`config.mk`:
```
export PLATFORM = sky130hd
export DESIGN_NAME = ssi_core
export DESIGN_NICKNAME = d
export VERILOG_FILES = /design/src/design/ssi_pkg.sv /design/src/design/ssi_core.sv
export SDC_FILE = /design/constraint.sdc
export NUM_CORES = 1
export LEC_CHECK = 0
export BUFFER_PORTS_ARGS = -buffer_cell sky130_fd_sc_hd__buf_2
export CORE_MARGIN = 4
export CORE_UTILIZATION = 55
export DETAILED_ROUTE_END_ITERATION = 16
export MAX_ROUTING_LAYER = met4
export PLACE_DENSITY_LB_ADDON = 0.2
export SLEW_MARGIN = 25
export SYNTH_ARGS = -nofsm -noshare
export SYNTH_HDL_FRONTEND = slang
export SYNTH_SLANG_ARGS = --single-unit
export TNS_END_PERCENT = 1
```
`constraint.sdc`:
```
create_clock -name clk -period 3.4 [get_ports clk]
set_clock_uncertainty 0.2 [all_clocks]
set_input_delay 0.34 -clock clk [delete_from_list [all_inputs] [get_ports clk]]
set_output_delay 0.34 -clock clk [all_outputs]
set_load 0.005 [all_outputs]
```
`src/design/ssi_pkg.sv`:
```
/*
  Package for the synchronous serial interface: register offsets, fields,
  reset values, modes and timing counts.
  Assumes a 20 MHz system clock and a plain strobe register port.
*/
package ssi_pkg;
  // ----------------------------------------------------------------
  // Register offsets
  // ----------------------------------------------------------------
  localparam logic [2:0] ADDR_CTRL1 = 3'h0;
  localparam logic [2:0] ADDR_CTRL2 = 3'h1;
  localparam logic [2:0] ADDR_STATUS = 3'h2;
  localparam logic [2:0] ADDR_TX_BUFFER = 3'h3;
  localparam logic [2:0] ADDR_RX_BUFFER = 3'h4;
  // ----------------------------------------------------------------
  // Control register 1 fields
  // ----------------------------------------------------------------
  localparam int CTRL1_RESET_BIT = 3;
  localparam int CTRL1_CLKDIR_BIT = 2;
  localparam int CTRL1_SRC1_BIT = 1;
  localparam int CTRL1_SRC0_BIT = 0;
  localparam logic [3:0] CTRL1_RESET_VAL = 4'hF;
  // ----------------------------------------------------------------
  // Control register 2 fields
  // ----------------------------------------------------------------
  localparam int CTRL2_DIR_BIT = 3;
  localparam int CTRL2_MODE_HI = 2;
  localparam int CTRL2_MODE_LO = 1;
  localparam int CTRL2_IE_BIT = 0;
  localparam logic [3:0] CTRL2_RESET_VAL = 4'h0;
  // ----------------------------------------------------------------
  // Status register fields
  // ----------------------------------------------------------------
  localparam int STAT_READY_BIT = 0;
  localparam int STAT_ACT_BIT = 1;
  localparam int STAT_TACK_BIT = 2;
  localparam int STAT_RACK_BIT = 3;
  localparam logic [7:0] BUF_RESET_VAL = 8'h00;
  // ----------------------------------------------------------------
  // Transfer modes (edge_mode_bit1, edge_mode_bit0)
  // ----------------------------------------------------------------
  typedef enum logic [1:0] {
    SSI_MODE_SYNC_RISE = 2'b00,
    SSI_MODE_SYNC_FALL = 2'b01,
    SSI_MODE_LINK9 = 2'b10,
    SSI_MODE_LINK8 = 2'b11
  } ssi_mode_t;
  // ----------------------------------------------------------------
  // Timing
  // ----------------------------------------------------------------
  localparam int CLK_HZ = 20000000;
  localparam int WORD_BITS = 8;
  localparam int LINK_HALF_NS = 2500;
  localparam int LINK_HALF_CYC = (LINK_HALF_NS * (CLK_HZ / 1000000) + 999)
    / 1000;
endpackage

```
`src/design/ssi_core.sv`:
```
/*
  Synchronous serial interface: 8-bit shift register with transmit and
  receive buffers, synchronous NRZ mode and two link master modes.
  Assumes pins are resolved outside from output/enable pairs, and a single
  system clock; the shift clock pin in input mode is sampled and edged.
*/
// The plain strobed port and the address map are this design's own decisions.
// Summary of operation
// RULE1 - One 8-bit shift register plus software-accessible rx and tx buffers.
// RULE2 - Shift clock comes from internal source or external pin, per bit.
// RULE3 - Modes: sync 8-bit, 9-bit link with ack, 8-bit link no ack.
// RULE4 - Link modes frame every dialog with start and stop conditions.
// RULE5 - Link modes always generate the shift clock; device is master.
// RULE6 - Data pin direction follows the data direction bit automatically.
// RULE7 - Words are eight bits, shifted most significant bit first.
// RULE8 - The 9-bit link mode appends one acknowledge bit per word.
// RULE9 - Word start loads tx buffer to shifter; completed word goes to rx.
// RULE10 - Interface idles while reset bit is 1; clearing it activates.
// RULE11 - Ready flag tracks relevant buffer; shifting pauses until serviced.
// RULE12 - Activity flag high during word and start/stop; both readable.
// RULE13 - Sync mode is NRZ, 2 or 3 wire; mode bits choose output edge.
// RULE14 - Sync input sampled on the edge opposite the output change edge.
// RULE15 - Software picks sync mode 1 when used with a timer modulator.
// RULE16 - In receive, activation produces eight shift clocks shifting data in.
// RULE17 - First received word clears ready and requests interrupt if enabled.
// RULE18 - Receive stalls holding the next word while buffer is unread.
// RULE19 - Deactivating mid-word stops clock and latches partial word to rx.
// RULE20 - Software reads last word before deactivation; latch overwrites it.
// RULE21 - Two-wire: one bidirectional data pin and one shift clock pin.
// RULE22 - Three-wire: separate input pin, clock pin, output via timer stage.
// RULE23 - Transmit starts shifting only after the tx buffer is loaded.
// RULE24 - Clock direction 1 drives clock pin; 0 makes it input, ignore sources.
// RULE25 - In link modes clearing reset bit starts, setting it stops.
// RULE26 - After reset: inactive, clock idle, buffers clear, activity low.
// RULE27 - Buffer interrupt is one pulse per completed word when enabled.
`timescale 1ns/1ps
module ssi_core #(
  parameter int HALF_CYC = ssi_pkg::LINK_HALF_CYC
) (
  input wire logic clk,
  input wire logic rst,
  input wire logic [2:0] reg_addr,
  input wire logic [7:0] reg_wdata,
  input wire logic reg_wr,
  input wire logic reg_rd,
  output logic [7:0] reg_rdata,
  input wire logic [3:0] int_clk_src,
  input wire logic shift_clock_line_in,
  output logic shift_clock_line_out,
  output logic shift_clock_line_oe,
  input wire logic serial_data_line_in,
  output logic serial_data_line_out,
  output logic serial_data_line_oe,
  output logic serial_out_internal,
  output logic buffer_irq
);
  // ----------------------------------------------------------------
  // State encoding
  // ----------------------------------------------------------------
  typedef enum logic [2:0] {
    SSI_IDLE = 3'b000,
    SSI_START = 3'b001,
    SSI_WAIT = 3'b010,
    SSI_SHIFT = 3'b011,
    SSI_ACK = 3'b100,
    SSI_STOP = 3'b101
  } ssi_state_t;

  // ----------------------------------------------------------------
  // Registers
  // ----------------------------------------------------------------
  logic iface_reset_ctrl;
  logic clock_direction_bit;
  logic clk_source_sel1;
  logic clk_source_sel0;
  logic data_direction_bit;
  logic edge_mode_bit1;
  logic edge_mode_bit0;
  logic irq_enable;
  logic rx_ack_value;
  logic tx_ack_value;
  logic [7:0] tx_buffer;
  logic [7:0] rx_buffer;
  logic tx_full;
  logic rx_full;
  logic rx_hold;
  logic [7:0] shifter;
  logic [3:0] bit_cnt;
  logic [15:0] half_cnt;
  logic sc_gen;
  logic sd_drive;
  logic sd_oe_link;
  logic [2:0] sc_sync;
  logic [2:0] sd_sync;
  logic [2:0] src_sync;
  logic sc_filt;
  logic src_filt;
  logic sc_filt_d;
  logic src_filt_d;
  ssi_state_t state;

  // ----------------------------------------------------------------
  // Decode
  // ----------------------------------------------------------------
  // Mode selection from the two mode bits
  wire ssi_pkg::ssi_mode_t mode = ssi_pkg::ssi_mode_t'({edge_mode_bit1,
    edge_mode_bit0});
  wire is_link = edge_mode_bit1; // RULE3
  wire has_ack = (mode == ssi_pkg::SSI_MODE_LINK9); // RULE8
  wire clk_out_mode = clock_direction_bit | is_link; // RULE5
  wire tx_mode = data_direction_bit;
  wire active = ~iface_reset_ctrl; // RULE10
  // Ready flag: tx buffer loaded in tx mode, rx buffer free in rx mode
  wire buffer_ready_flag = tx_mode ? tx_full : ~rx_full; // RULE11
  wire activity_flag = (state != SSI_IDLE) && (state != SSI_WAIT); // RULE12
  wire wr_ctrl1 = reg_wr && (reg_addr == ssi_pkg::ADDR_CTRL1);
  wire wr_ctrl2 = reg_wr && (reg_addr == ssi_pkg::ADDR_CTRL2);
  wire wr_status = reg_wr && (reg_addr == ssi_pkg::ADDR_STATUS);
  wire wr_tx = reg_wr && (reg_addr == ssi_pkg::ADDR_TX_BUFFER);
  wire rd_rx = reg_rd && (reg_addr == ssi_pkg::ADDR_RX_BUFFER);
  // Internal clock source select, ignored when clock is external
  wire src_sel = int_clk_src[{clk_source_sel1, clk_source_sel0}]; // RULE24
  // Internal source divided by two: one shift edge per rising source edge
  wire src_edge = src_filt & ~src_filt_d;
  wire half_tick = (half_cnt == 16'(HALF_CYC - 1));
  wire ext_rise = sc_filt & ~sc_filt_d;
  wire ext_fall = ~sc_filt & sc_filt_d;
  // Shift clock edges in the internal sense
  wire int_tick = is_link ? half_tick : src_edge; // RULE2
  wire gen_rise = int_tick & ~sc_gen;
  wire gen_fall = int_tick & sc_gen;
  wire sc_rise = clk_out_mode ? gen_rise : ext_rise; // RULE2
  wire sc_fall = clk_out_mode ? gen_fall : ext_fall;
  // Output changes on falling edge in link or fall mode, else rising
  wire out_edge_fall = is_link | (mode == ssi_pkg::SSI_MODE_SYNC_FALL);
  wire out_edge = out_edge_fall ? sc_fall : sc_rise; // RULE13
  wire in_edge = out_edge_fall ? sc_rise : sc_fall; // RULE14
  wire sd_in = sd_sync[2];
  wire word_done = (state == SSI_SHIFT) && in_edge &&
    (bit_cnt == 4'(ssi_pkg::WORD_BITS - 1));
  wire [7:0] shifted = {shifter[6:0], sd_in}; // RULE7
  wire can_go = active && (tx_mode ? tx_full : !rx_hold); // RULE23
  wire [7:0] status_val = {4'h0, rx_ack_value, tx_ack_value,
    activity_flag, buffer_ready_flag};
  wire [7:0] ctrl1_val = {4'h0, iface_reset_ctrl, clock_direction_bit,
    clk_source_sel1, clk_source_sel0};
  wire [7:0] ctrl2_val = {4'h0, data_direction_bit, edge_mode_bit1,
    edge_mode_bit0, irq_enable};
  // Read data select
  wire [7:0] rd_sel = (reg_addr == ssi_pkg::ADDR_CTRL1) ? ctrl1_val :
    (reg_addr == ssi_pkg::ADDR_CTRL2) ? ctrl2_val :
    (reg_addr == ssi_pkg::ADDR_STATUS) ? status_val :
    (reg_addr == ssi_pkg::ADDR_TX_BUFFER) ? tx_buffer :
    (reg_addr == ssi_pkg::ADDR_RX_BUFFER) ? rx_buffer : 8'h00;

  // ----------------------------------------------------------------
  // Pin synchronisers
  // ----------------------------------------------------------------
  // Three stages; a clock or source change counts when the last two agree
  always_ff @(posedge clk or posedge rst) begin
    if (rst) begin
      sc_sync <= 3'h7;
      sd_sync <= 3'h7;
      src_sync <= 3'h0;
      sc_filt <= 1'b1;
      src_filt <= 1'b0;
    end else begin
      sc_sync <= {sc_sync[1:0], shift_clock_line_in};
      sd_sync <= {sd_sync[1:0], serial_data_line_in};
      src_sync <= {src_sync[1:0], src_sel};
      if (sc_sync[2] == sc_sync[1]) begin
        sc_filt <= sc_sync[2];
      end
      if (src_sync[2] == src_sync[1]) begin
        src_filt <= src_sync[2];
      end
    end
  end

  // Edge history
  always_ff @(posedge clk or posedge rst) begin
    if (rst) begin
      sc_filt_d <= 1'b1;
      src_filt_d <= 1'b0;
    end else begin
      sc_filt_d <= sc_filt;
      src_filt_d <= src_filt;
    end
  end

  // ----------------------------------------------------------------
  // Register writes
  // ----------------------------------------------------------------
  // Control bits
  always_ff @(posedge clk or posedge rst) begin
    if (rst) begin
      {iface_reset_ctrl, clock_direction_bit, clk_source_sel1,
        clk_source_sel0} <= ssi_pkg::CTRL1_RESET_VAL; // RULE26
      {data_direction_bit, edge_mode_bit1, edge_mode_bit0,
        irq_enable} <= ssi_pkg::CTRL2_RESET_VAL;
      rx_ack_value <= 1'b0;
    end else begin
      if (wr_ctrl1) begin
        {iface_reset_ctrl, clock_direction_bit, clk_source_sel1,
          clk_source_sel0} <= reg_wdata[3:0]; // RULE10
      end
      if (wr_ctrl2) begin
        {data_direction_bit, edge_mode_bit1, edge_mode_bit0,
          irq_enable} <= reg_wdata[3:0];
      end
      if (wr_status) begin
        rx_ack_value <= reg_wdata[ssi_pkg::STAT_RACK_BIT];
      end
    end
  end

  // Read data one cycle after the strobe
  always_ff @(posedge clk or posedge rst) begin
    if (rst) begin
      reg_rdata <= 8'h00;
    end else begin
      reg_rdata <= reg_rd ? rd_sel : 8'h00;
    end
  end

  // ----------------------------------------------------------------
  // Transmit buffer
  // ----------------------------------------------------------------
  // Software write sets full; load into shifter empties it
  always_ff @(posedge clk or posedge rst) begin
    if (rst) begin
      tx_buffer <= ssi_pkg::BUF_RESET_VAL;
      tx_full <= 1'b0;
    end else begin
      if (wr_tx) begin
        tx_buffer <= reg_wdata; // RULE1
        tx_full <= 1'b1;
      end else if (state == SSI_WAIT && can_go && tx_mode) begin
        tx_full <= 1'b0; // RULE9
      end
    end
  end

  // ----------------------------------------------------------------
  // Receive buffer
  // ----------------------------------------------------------------
  // Completed or partial word lands here; a read frees it
  wire rx_load_word = word_done && !tx_mode && !rx_full;
  wire rx_load_held = rx_hold && !rx_full;
  wire rx_load_abort = wr_ctrl1 && reg_wdata[ssi_pkg::CTRL1_RESET_BIT] &&
    !is_link && (state == SSI_SHIFT); // RULE19
  always_ff @(posedge clk or posedge rst) begin
    if (rst) begin
      rx_buffer <= ssi_pkg::BUF_RESET_VAL; // RULE26
      rx_full <= 1'b0;
      rx_hold <= 1'b0;
      buffer_irq <= 1'b0;
    end else begin
      buffer_irq <= irq_enable && (tx_mode ? word_done :
        (rx_load_word || rx_load_held)); // RULE27
      rx_hold <= rx_full && (rx_hold || (word_done && !tx_mode)); // RULE18
      if (rx_load_word) begin
        rx_buffer <= shifted; // RULE17
      end else if (rx_load_held) begin
        rx_buffer <= shifter; // RULE18
      end else if (rx_load_abort) begin
        rx_buffer <= shifter; // RULE20
      end
      if (rx_load_word || rx_load_held) begin
        rx_full <= 1'b1; // RULE17
      end else if (rd_rx) begin
        rx_full <= 1'b0;
      end
    end
  end

  // ----------------------------------------------------------------
  // Shift clock generator
  // ----------------------------------------------------------------
  // Runs only while a word or a link condition is in progress
  wire gen_run = (state == SSI_SHIFT) || (state == SSI_ACK) ||
    (state == SSI_START) || (state == SSI_STOP);
  wire hold_sc = (state == SSI_START) ||
    ((state == SSI_STOP) && (bit_cnt == 4'h1));
  always_ff @(posedge clk or posedge rst) begin
    if (rst) begin
      half_cnt <= 16'h0000;
      sc_gen <= 1'b1;
    end else if (!gen_run) begin
      half_cnt <= 16'h0000;
      sc_gen <= 1'b1; // Clock idles high
    end else begin
      half_cnt <= half_tick ? 16'h0000 : half_cnt + 16'h0001;
      if (int_tick && clk_out_mode && !hold_sc) begin
        sc_gen <= ~sc_gen;
      end
    end
  end

  // ----------------------------------------------------------------
  // Transfer sequencer
  // ----------------------------------------------------------------
  // Start, wait for buffer, shift eight bits, ack, stop
  always_ff @(posedge clk or posedge rst) begin
    if (rst) begin
      state <= SSI_IDLE;
      shifter <= ssi_pkg::BUF_RESET_VAL;
      bit_cnt <= 4'h0;
      sd_drive <= 1'b1;
      sd_oe_link <= 1'b0;
      tx_ack_value <= 1'b0;
    end else begin
      case (state)
        SSI_IDLE: begin
          sd_drive <= 1'b1;
          sd_oe_link <= 1'b0;
          if (active) begin
            state <= is_link ? SSI_START : SSI_WAIT; // RULE25
          end
        end
        SSI_START: begin
          sd_oe_link <= 1'b1;
          if (half_tick && sc_gen) begin
            sd_drive <= 1'b0; // RULE4
            state <= SSI_WAIT;
          end
        end
        SSI_WAIT: begin
          bit_cnt <= 4'h0;
          if (!active) begin
            state <= is_link ? SSI_STOP : SSI_IDLE; // RULE25
          end else if (can_go) begin // RULE11
            shifter <= tx_mode ? tx_buffer : shifter; // RULE9
            sd_drive <= (tx_mode && !is_link) ? tx_buffer[7] :
              sd_drive; // RULE13
            state <= SSI_SHIFT; // RULE16
          end
        end
        SSI_SHIFT: begin
          if (out_edge) begin
            sd_oe_link <= is_link & tx_mode; // RULE6
          end
          if (!active && !is_link) begin
            state <= SSI_IDLE; // RULE19
          end else begin
            if (out_edge && tx_mode) begin
              sd_drive <= shifter[7]; // RULE7
            end
            if (in_edge) begin
              shifter <= shifted;
              bit_cnt <= bit_cnt + 4'h1;
              if (word_done) begin
                state <= has_ack ? SSI_ACK : SSI_WAIT;
              end
            end
          end
        end
        SSI_ACK: begin
          if (sc_fall) begin
            sd_oe_link <= ~tx_mode; // RULE8
            sd_drive <= rx_ack_value;
          end
          if (sc_rise) begin
            tx_ack_value <= sd_in;
            state <= SSI_WAIT;
          end
        end
        SSI_STOP: begin
          sd_oe_link <= 1'b1;
          if (sc_fall) begin
            sd_drive <= 1'b0;
          end
          if (sc_rise) begin
            bit_cnt <= 4'h1;
          end
          if (half_tick && hold_sc) begin
            sd_drive <= 1'b1; // RULE4
            state <= SSI_IDLE;
          end
        end
        default: begin
          state <= SSI_IDLE;
        end
      endcase
    end
  end

  // ----------------------------------------------------------------
  // Pin drivers
  // ----------------------------------------------------------------
  // Clock pin driven only when internally generated
  always_ff @(posedge clk or posedge rst) begin
    if (rst) begin
      shift_clock_line_out <= 1'b1;
      shift_clock_line_oe <= 1'b0;
      serial_data_line_out <= 1'b1;
      serial_data_line_oe <= 1'b0;
      serial_out_internal <= 1'b1;
    end else begin
      shift_clock_line_out <= sc_gen;
      shift_clock_line_oe <= clk_out_mode; // RULE24
      serial_data_line_out <= sd_drive; // RULE21
      serial_data_line_oe <= is_link ? sd_oe_link : tx_mode; // RULE6
      serial_out_internal <= sd_drive; // RULE22
    end
  end
endmodule

```
==> results.txt <==
* Status: finished, final reports clean
- After synthesis, the cell types taking the most area are sky130_fd_sc_hd__dfrtp_1 41%, sky130_fd_sc_hd__dfstp_2 9.4%, sky130_fd_sc_hd__mux2_2 5.8%.
- Based on the critical path, the design can be clocked at up to about 0.34 GHz.
* Starting density of the core: 0.5729
- Post-Synthesis Cells: 415
- Overall power consumption after layout is estimated at 3.450 mW.
* Delay contributed by the slowest stage of the critical path: just under 600 ps
- Buf/Inv on CP: 0
- Share of final-layout standard cells stronger than drive strength 1: 0.2489
* Number of antenna violations at the first check in global routing: 0
* Worst vdd ir: 0.3314 mV
- Yosys mapped a number of flops with a built-in enable equal to 0.
- Cell Chain, Critical Path: nor2b_1 > nand2_1 > nor3_1 > nand4_1 > nor2_1 > a21oi_1
* Initial drt markers: 325
- Vias in the first global route: 3314
- Overall fraction of global-route tracks in use: 0.2224
- Area share of the largest cell type after synthesis: 0.4084
- Dominant delay contributor by cell family on the critical path: simple AND/OR/NAND/NOR gates
- By startpoint and endpoint, the worst setup path is classified as reg2reg.
* Root Driver: sky130_fd_sc_hd__clkbuf_8
- Post-synthesis async set-or-reset flop share: 1.000
- Routed Antenna Nets: 0
- Number of DRC violations after detailed routing: 0
- STA classifies the critical path startpoint as a flop.
- STA puts the critical path data required time at ~3400 ps.
- Setup repair after global routing left no endpoint under its margin.
- Most used DFF post-synth: sky130_fd_sc_hd__dfrtp_1
- Before antenna repair, the detailed router went through 6 iterations.
- Maximum number of pins on one net before global-route repair: 35
- Cell area after synthesis: 4473 sq um
- Placer congestion estimate: between 0.9 and 1
- Across the run, the number of max-cap violations was 0.
- Period utilization: 0.8566
* Arrival time of the worst setup path: between 2000 and 3000 ps
- At the pin with the least slew margin, the transition time is 746.4 ps.
* Quantity of I/O buffers inserted on ports: 34
- Site Rows: 32
- The first global-routing pass estimated between 15000 and 20000 um of wire.
* Syn_nets: 440
- In this run the power density over the cells is 691.5 nW/um^2.
- Setup violations remaining at the end of the flow were counted as 0.
* Clock tree buffer depth: 2
* Slowest CP cell: sky130_fd_sc_hd__dfrtp_1
- A synthesized cell averages about 11 sq um.
- The max-slew violation count came to 0.
- Counting flops and latches in the post-synthesis netlist gives 89.
* Ant. Diodes: 0
- In the routed layout, each cell is associated on average with a via count of approximately 6.0.
* Min Clock Period, post-route: 2913 ps
- Congestion Overflow GR: 0
- At the end of the flow, the number of nets in the layout was about 480.
* Total CTS buffers: 9
* Number of cells in the design after placement: 539
* Yosys warnings: 0
- Unique masters post-synth: 69
* Type of element capturing the critical path: flop
- The H-tree was split into 3 levels.
* Post-detail-place hpwl: 7122 um
- Syn-to-layout area delta: 11.52%
- Of the synthesized area, sequential elements account for 0.5024.
* Horizontal die dimension: between 90 and 100 um
* Clock latency of the later-clocked register in the worst-skew pair: about 370 ps
- Area inside the core boundary: 7807 sq um
- sky130_fd_sc_hd__dfrtp_1 takes more of the synthesized area than any other cell.
- Standby leakage power: around 2.2 nW
* DR WL/cell: 17.64 um
- Area enclosed by the die boundary: 9639 sq um
* Final standard cell area without fillers: 4989 sq um
- Final Routed Wirelength: 9876 um
- TritonCTS built the clock tree.
- TNS Setup: 0 ps
* Hold/Removal Path Class: in2reg
* Final hold vios: 0
- Pin placement for this block handled 35 I/O pins.
- For this block, the via count after detailed routing is approximately 3400.
- Final cell count without fillers: 560
- Headroom to the max-slew limit came out at 0.5013.
- Clock Sinks: 89
- Once placement finished, the instance area stood at about 4700 sq um.
- Clock-pin slew was measured on the worst setup and hold paths at 90 ps.
* Most frequently used cell type in the post-synthesis netlist: sky130_fd_sc_hd__dfrtp_1
* Most common library cells after synthesis: 73 x sky130_fd_sc_hd__dfrtp_1, 36 x sky130_fd_sc_hd__nor2_1, 30 x sky130_fd_sc_hd__nand2_1
- In this run the worst path has a maximum fanout of 19.
- Die height: 98.18 um
[layer usage]
| layer | up-vias | global-route usage | wire length (um) |
|---|---|---|---|
| met1 | 1636 | 0.3021 | 4377 |
| met2 | 129 | 0.3445 | 4792 |
| met5 | - | - | 0 |
| li1 | 1583 | - | - |
| met4 | 0 | 0.06618 | 108 |
| met3 | 15 | 0.03929 | 597 |
[layout make-up]
type | count | area (sq um)
Clock buffer | 9 | 123.9
Clock inverter | 7 | 76.32
Fill cell | 659 | 2819
Inverter | 17 | 65.06
Multi-Input combinational cell | 290 | 2076
Sequential cell | 89 | 2247
Tap cell | 102 | 127.6
Timing Repair Buffer | 46 | 272.8
[what timing repair did]
item,in CTS,in global routing
gates resized for setup,0,0
endpoints found under the hold margin,25,0
hold buffers,5,0
buffers inserted,0,0
[state kept, by name, indices dropped and copies added, names as in the netlist, 3 cells and up]
register and flops:
tx_buffer 8, half_cnt 16, rx_buffer 8, reg_rdata 8
shifter 8, sd_sync 3, bit_cnt 4, sc_sync 3
src_sync 3, state 3
[path summary, 6_finish.rpt]
path,from,endpoint,slack (ps),cells past startpoint
setup / recovery,state[2]$_DFFE_PP0P_,rx_buffer[1]$_DFFE_PP0P_,490,6
hold / removal,reg_wdata[6],tx_buffer[6]$_DFFE_PP0P_,6,2
setup reg to reg,state[2]$_DFFE_PP0P_,rx_buffer[1]$_DFFE_PP0P_,490,6
hold reg to reg,src_sync[0]$_DFF_PP0_,src_sync[1]$_DFF_PP0_,150,0
max in group asynchronous,rst,sc_filt_d$_DFF_PP1_,1900,4
min in group asynchronous,rst,irq_enable$_DFFE_PP0P_,350,3
[metrics by stage]
stage	setup slack, ps	hold slack (ps)	utilization
CTS	551.0	0.7993	0.6389
floorplan	579.6	131.2	-
global route	231.7	0.8870	0.6389
detailed placement	569.8	148.1	0.6069
global placement	734.2	134.5	0.6069
finish	487.4	5.742	0.6389
[cell families (layout without fill, tap and decap cells)]
family                   Yosys count  count (layout)  synth area share
AND/OR/NAND/NOR                  129             129            0.1561
AO/OA/AOI/OAI                     96              96            0.1457
flip-flops                        89              89            0.5024
multiplexers                      46              46            0.1211
buffers and inverters             36              79           0.03357
XOR/XNOR                          13              13           0.02545
adder cells (fa/ha/maj)            6               6           0.01566
[cell usage in the layout (no fill, tap or decap), types with 6 or more instances in the layout]
cell and instances:
sky130_fd_sc_hd__buf_4 7, sky130_fd_sc_hd__mux2i_1 14, sky130_fd_sc_hd__nand3_1 10, sky130_fd_sc_hd__mux2_4 8, sky130_fd_sc_hd__and3_1 8, sky130_fd_sc_hd__buf_2 34
sky130_fd_sc_hd__o21ai_0 18, sky130_fd_sc_hd__nor2_1 36, sky130_fd_sc_hd__nand4_1 8, sky130_fd_sc_hd__dfrtp_1 73, sky130_fd_sc_hd__inv_1 15, sky130_fd_sc_hd__nand2b_1 6
sky130_fd_sc_hd__mux2_2 23, sky130_fd_sc_hd__o22ai_1 6, sky130_fd_sc_hd__clkbuf_8 9, sky130_fd_sc_hd__a21oi_1 24, sky130_fd_sc_hd__nor2b_1 7, sky130_fd_sc_hd__dfstp_2 16
sky130_fd_sc_hd__xnor2_1 6, sky130_fd_sc_hd__nand2_1 30, sky130_fd_sc_hd__xor2_1 7
[worst reg2reg max path, cell delays in order, from the launching register on]
cell,delay (ps)
sky130_fd_sc_hd__dfrtp_1,590
sky130_fd_sc_hd__nor2b_1,360
sky130_fd_sc_hd__nand2_1,320
sky130_fd_sc_hd__nor3_1,370
sky130_fd_sc_hd__nand4_1,590
sky130_fd_sc_hd__nor2_1,290
sky130_fd_sc_hd__a21oi_1,60
[where the power goes]
| group | switching [mW] | leakage, nW | internal (mW) |
|---|---|---|---|
| Combinational | 0.593 | 1.04 | 0.547 |
| Clock | 0.398 | 0.104 | 0.347 |
| Sequential | 0.239 | 1.08 | 1.33 |
| Total | 1.23 | 2.22 | 2.22 |
No activity file was read; power rests on OpenSTA's default activity.
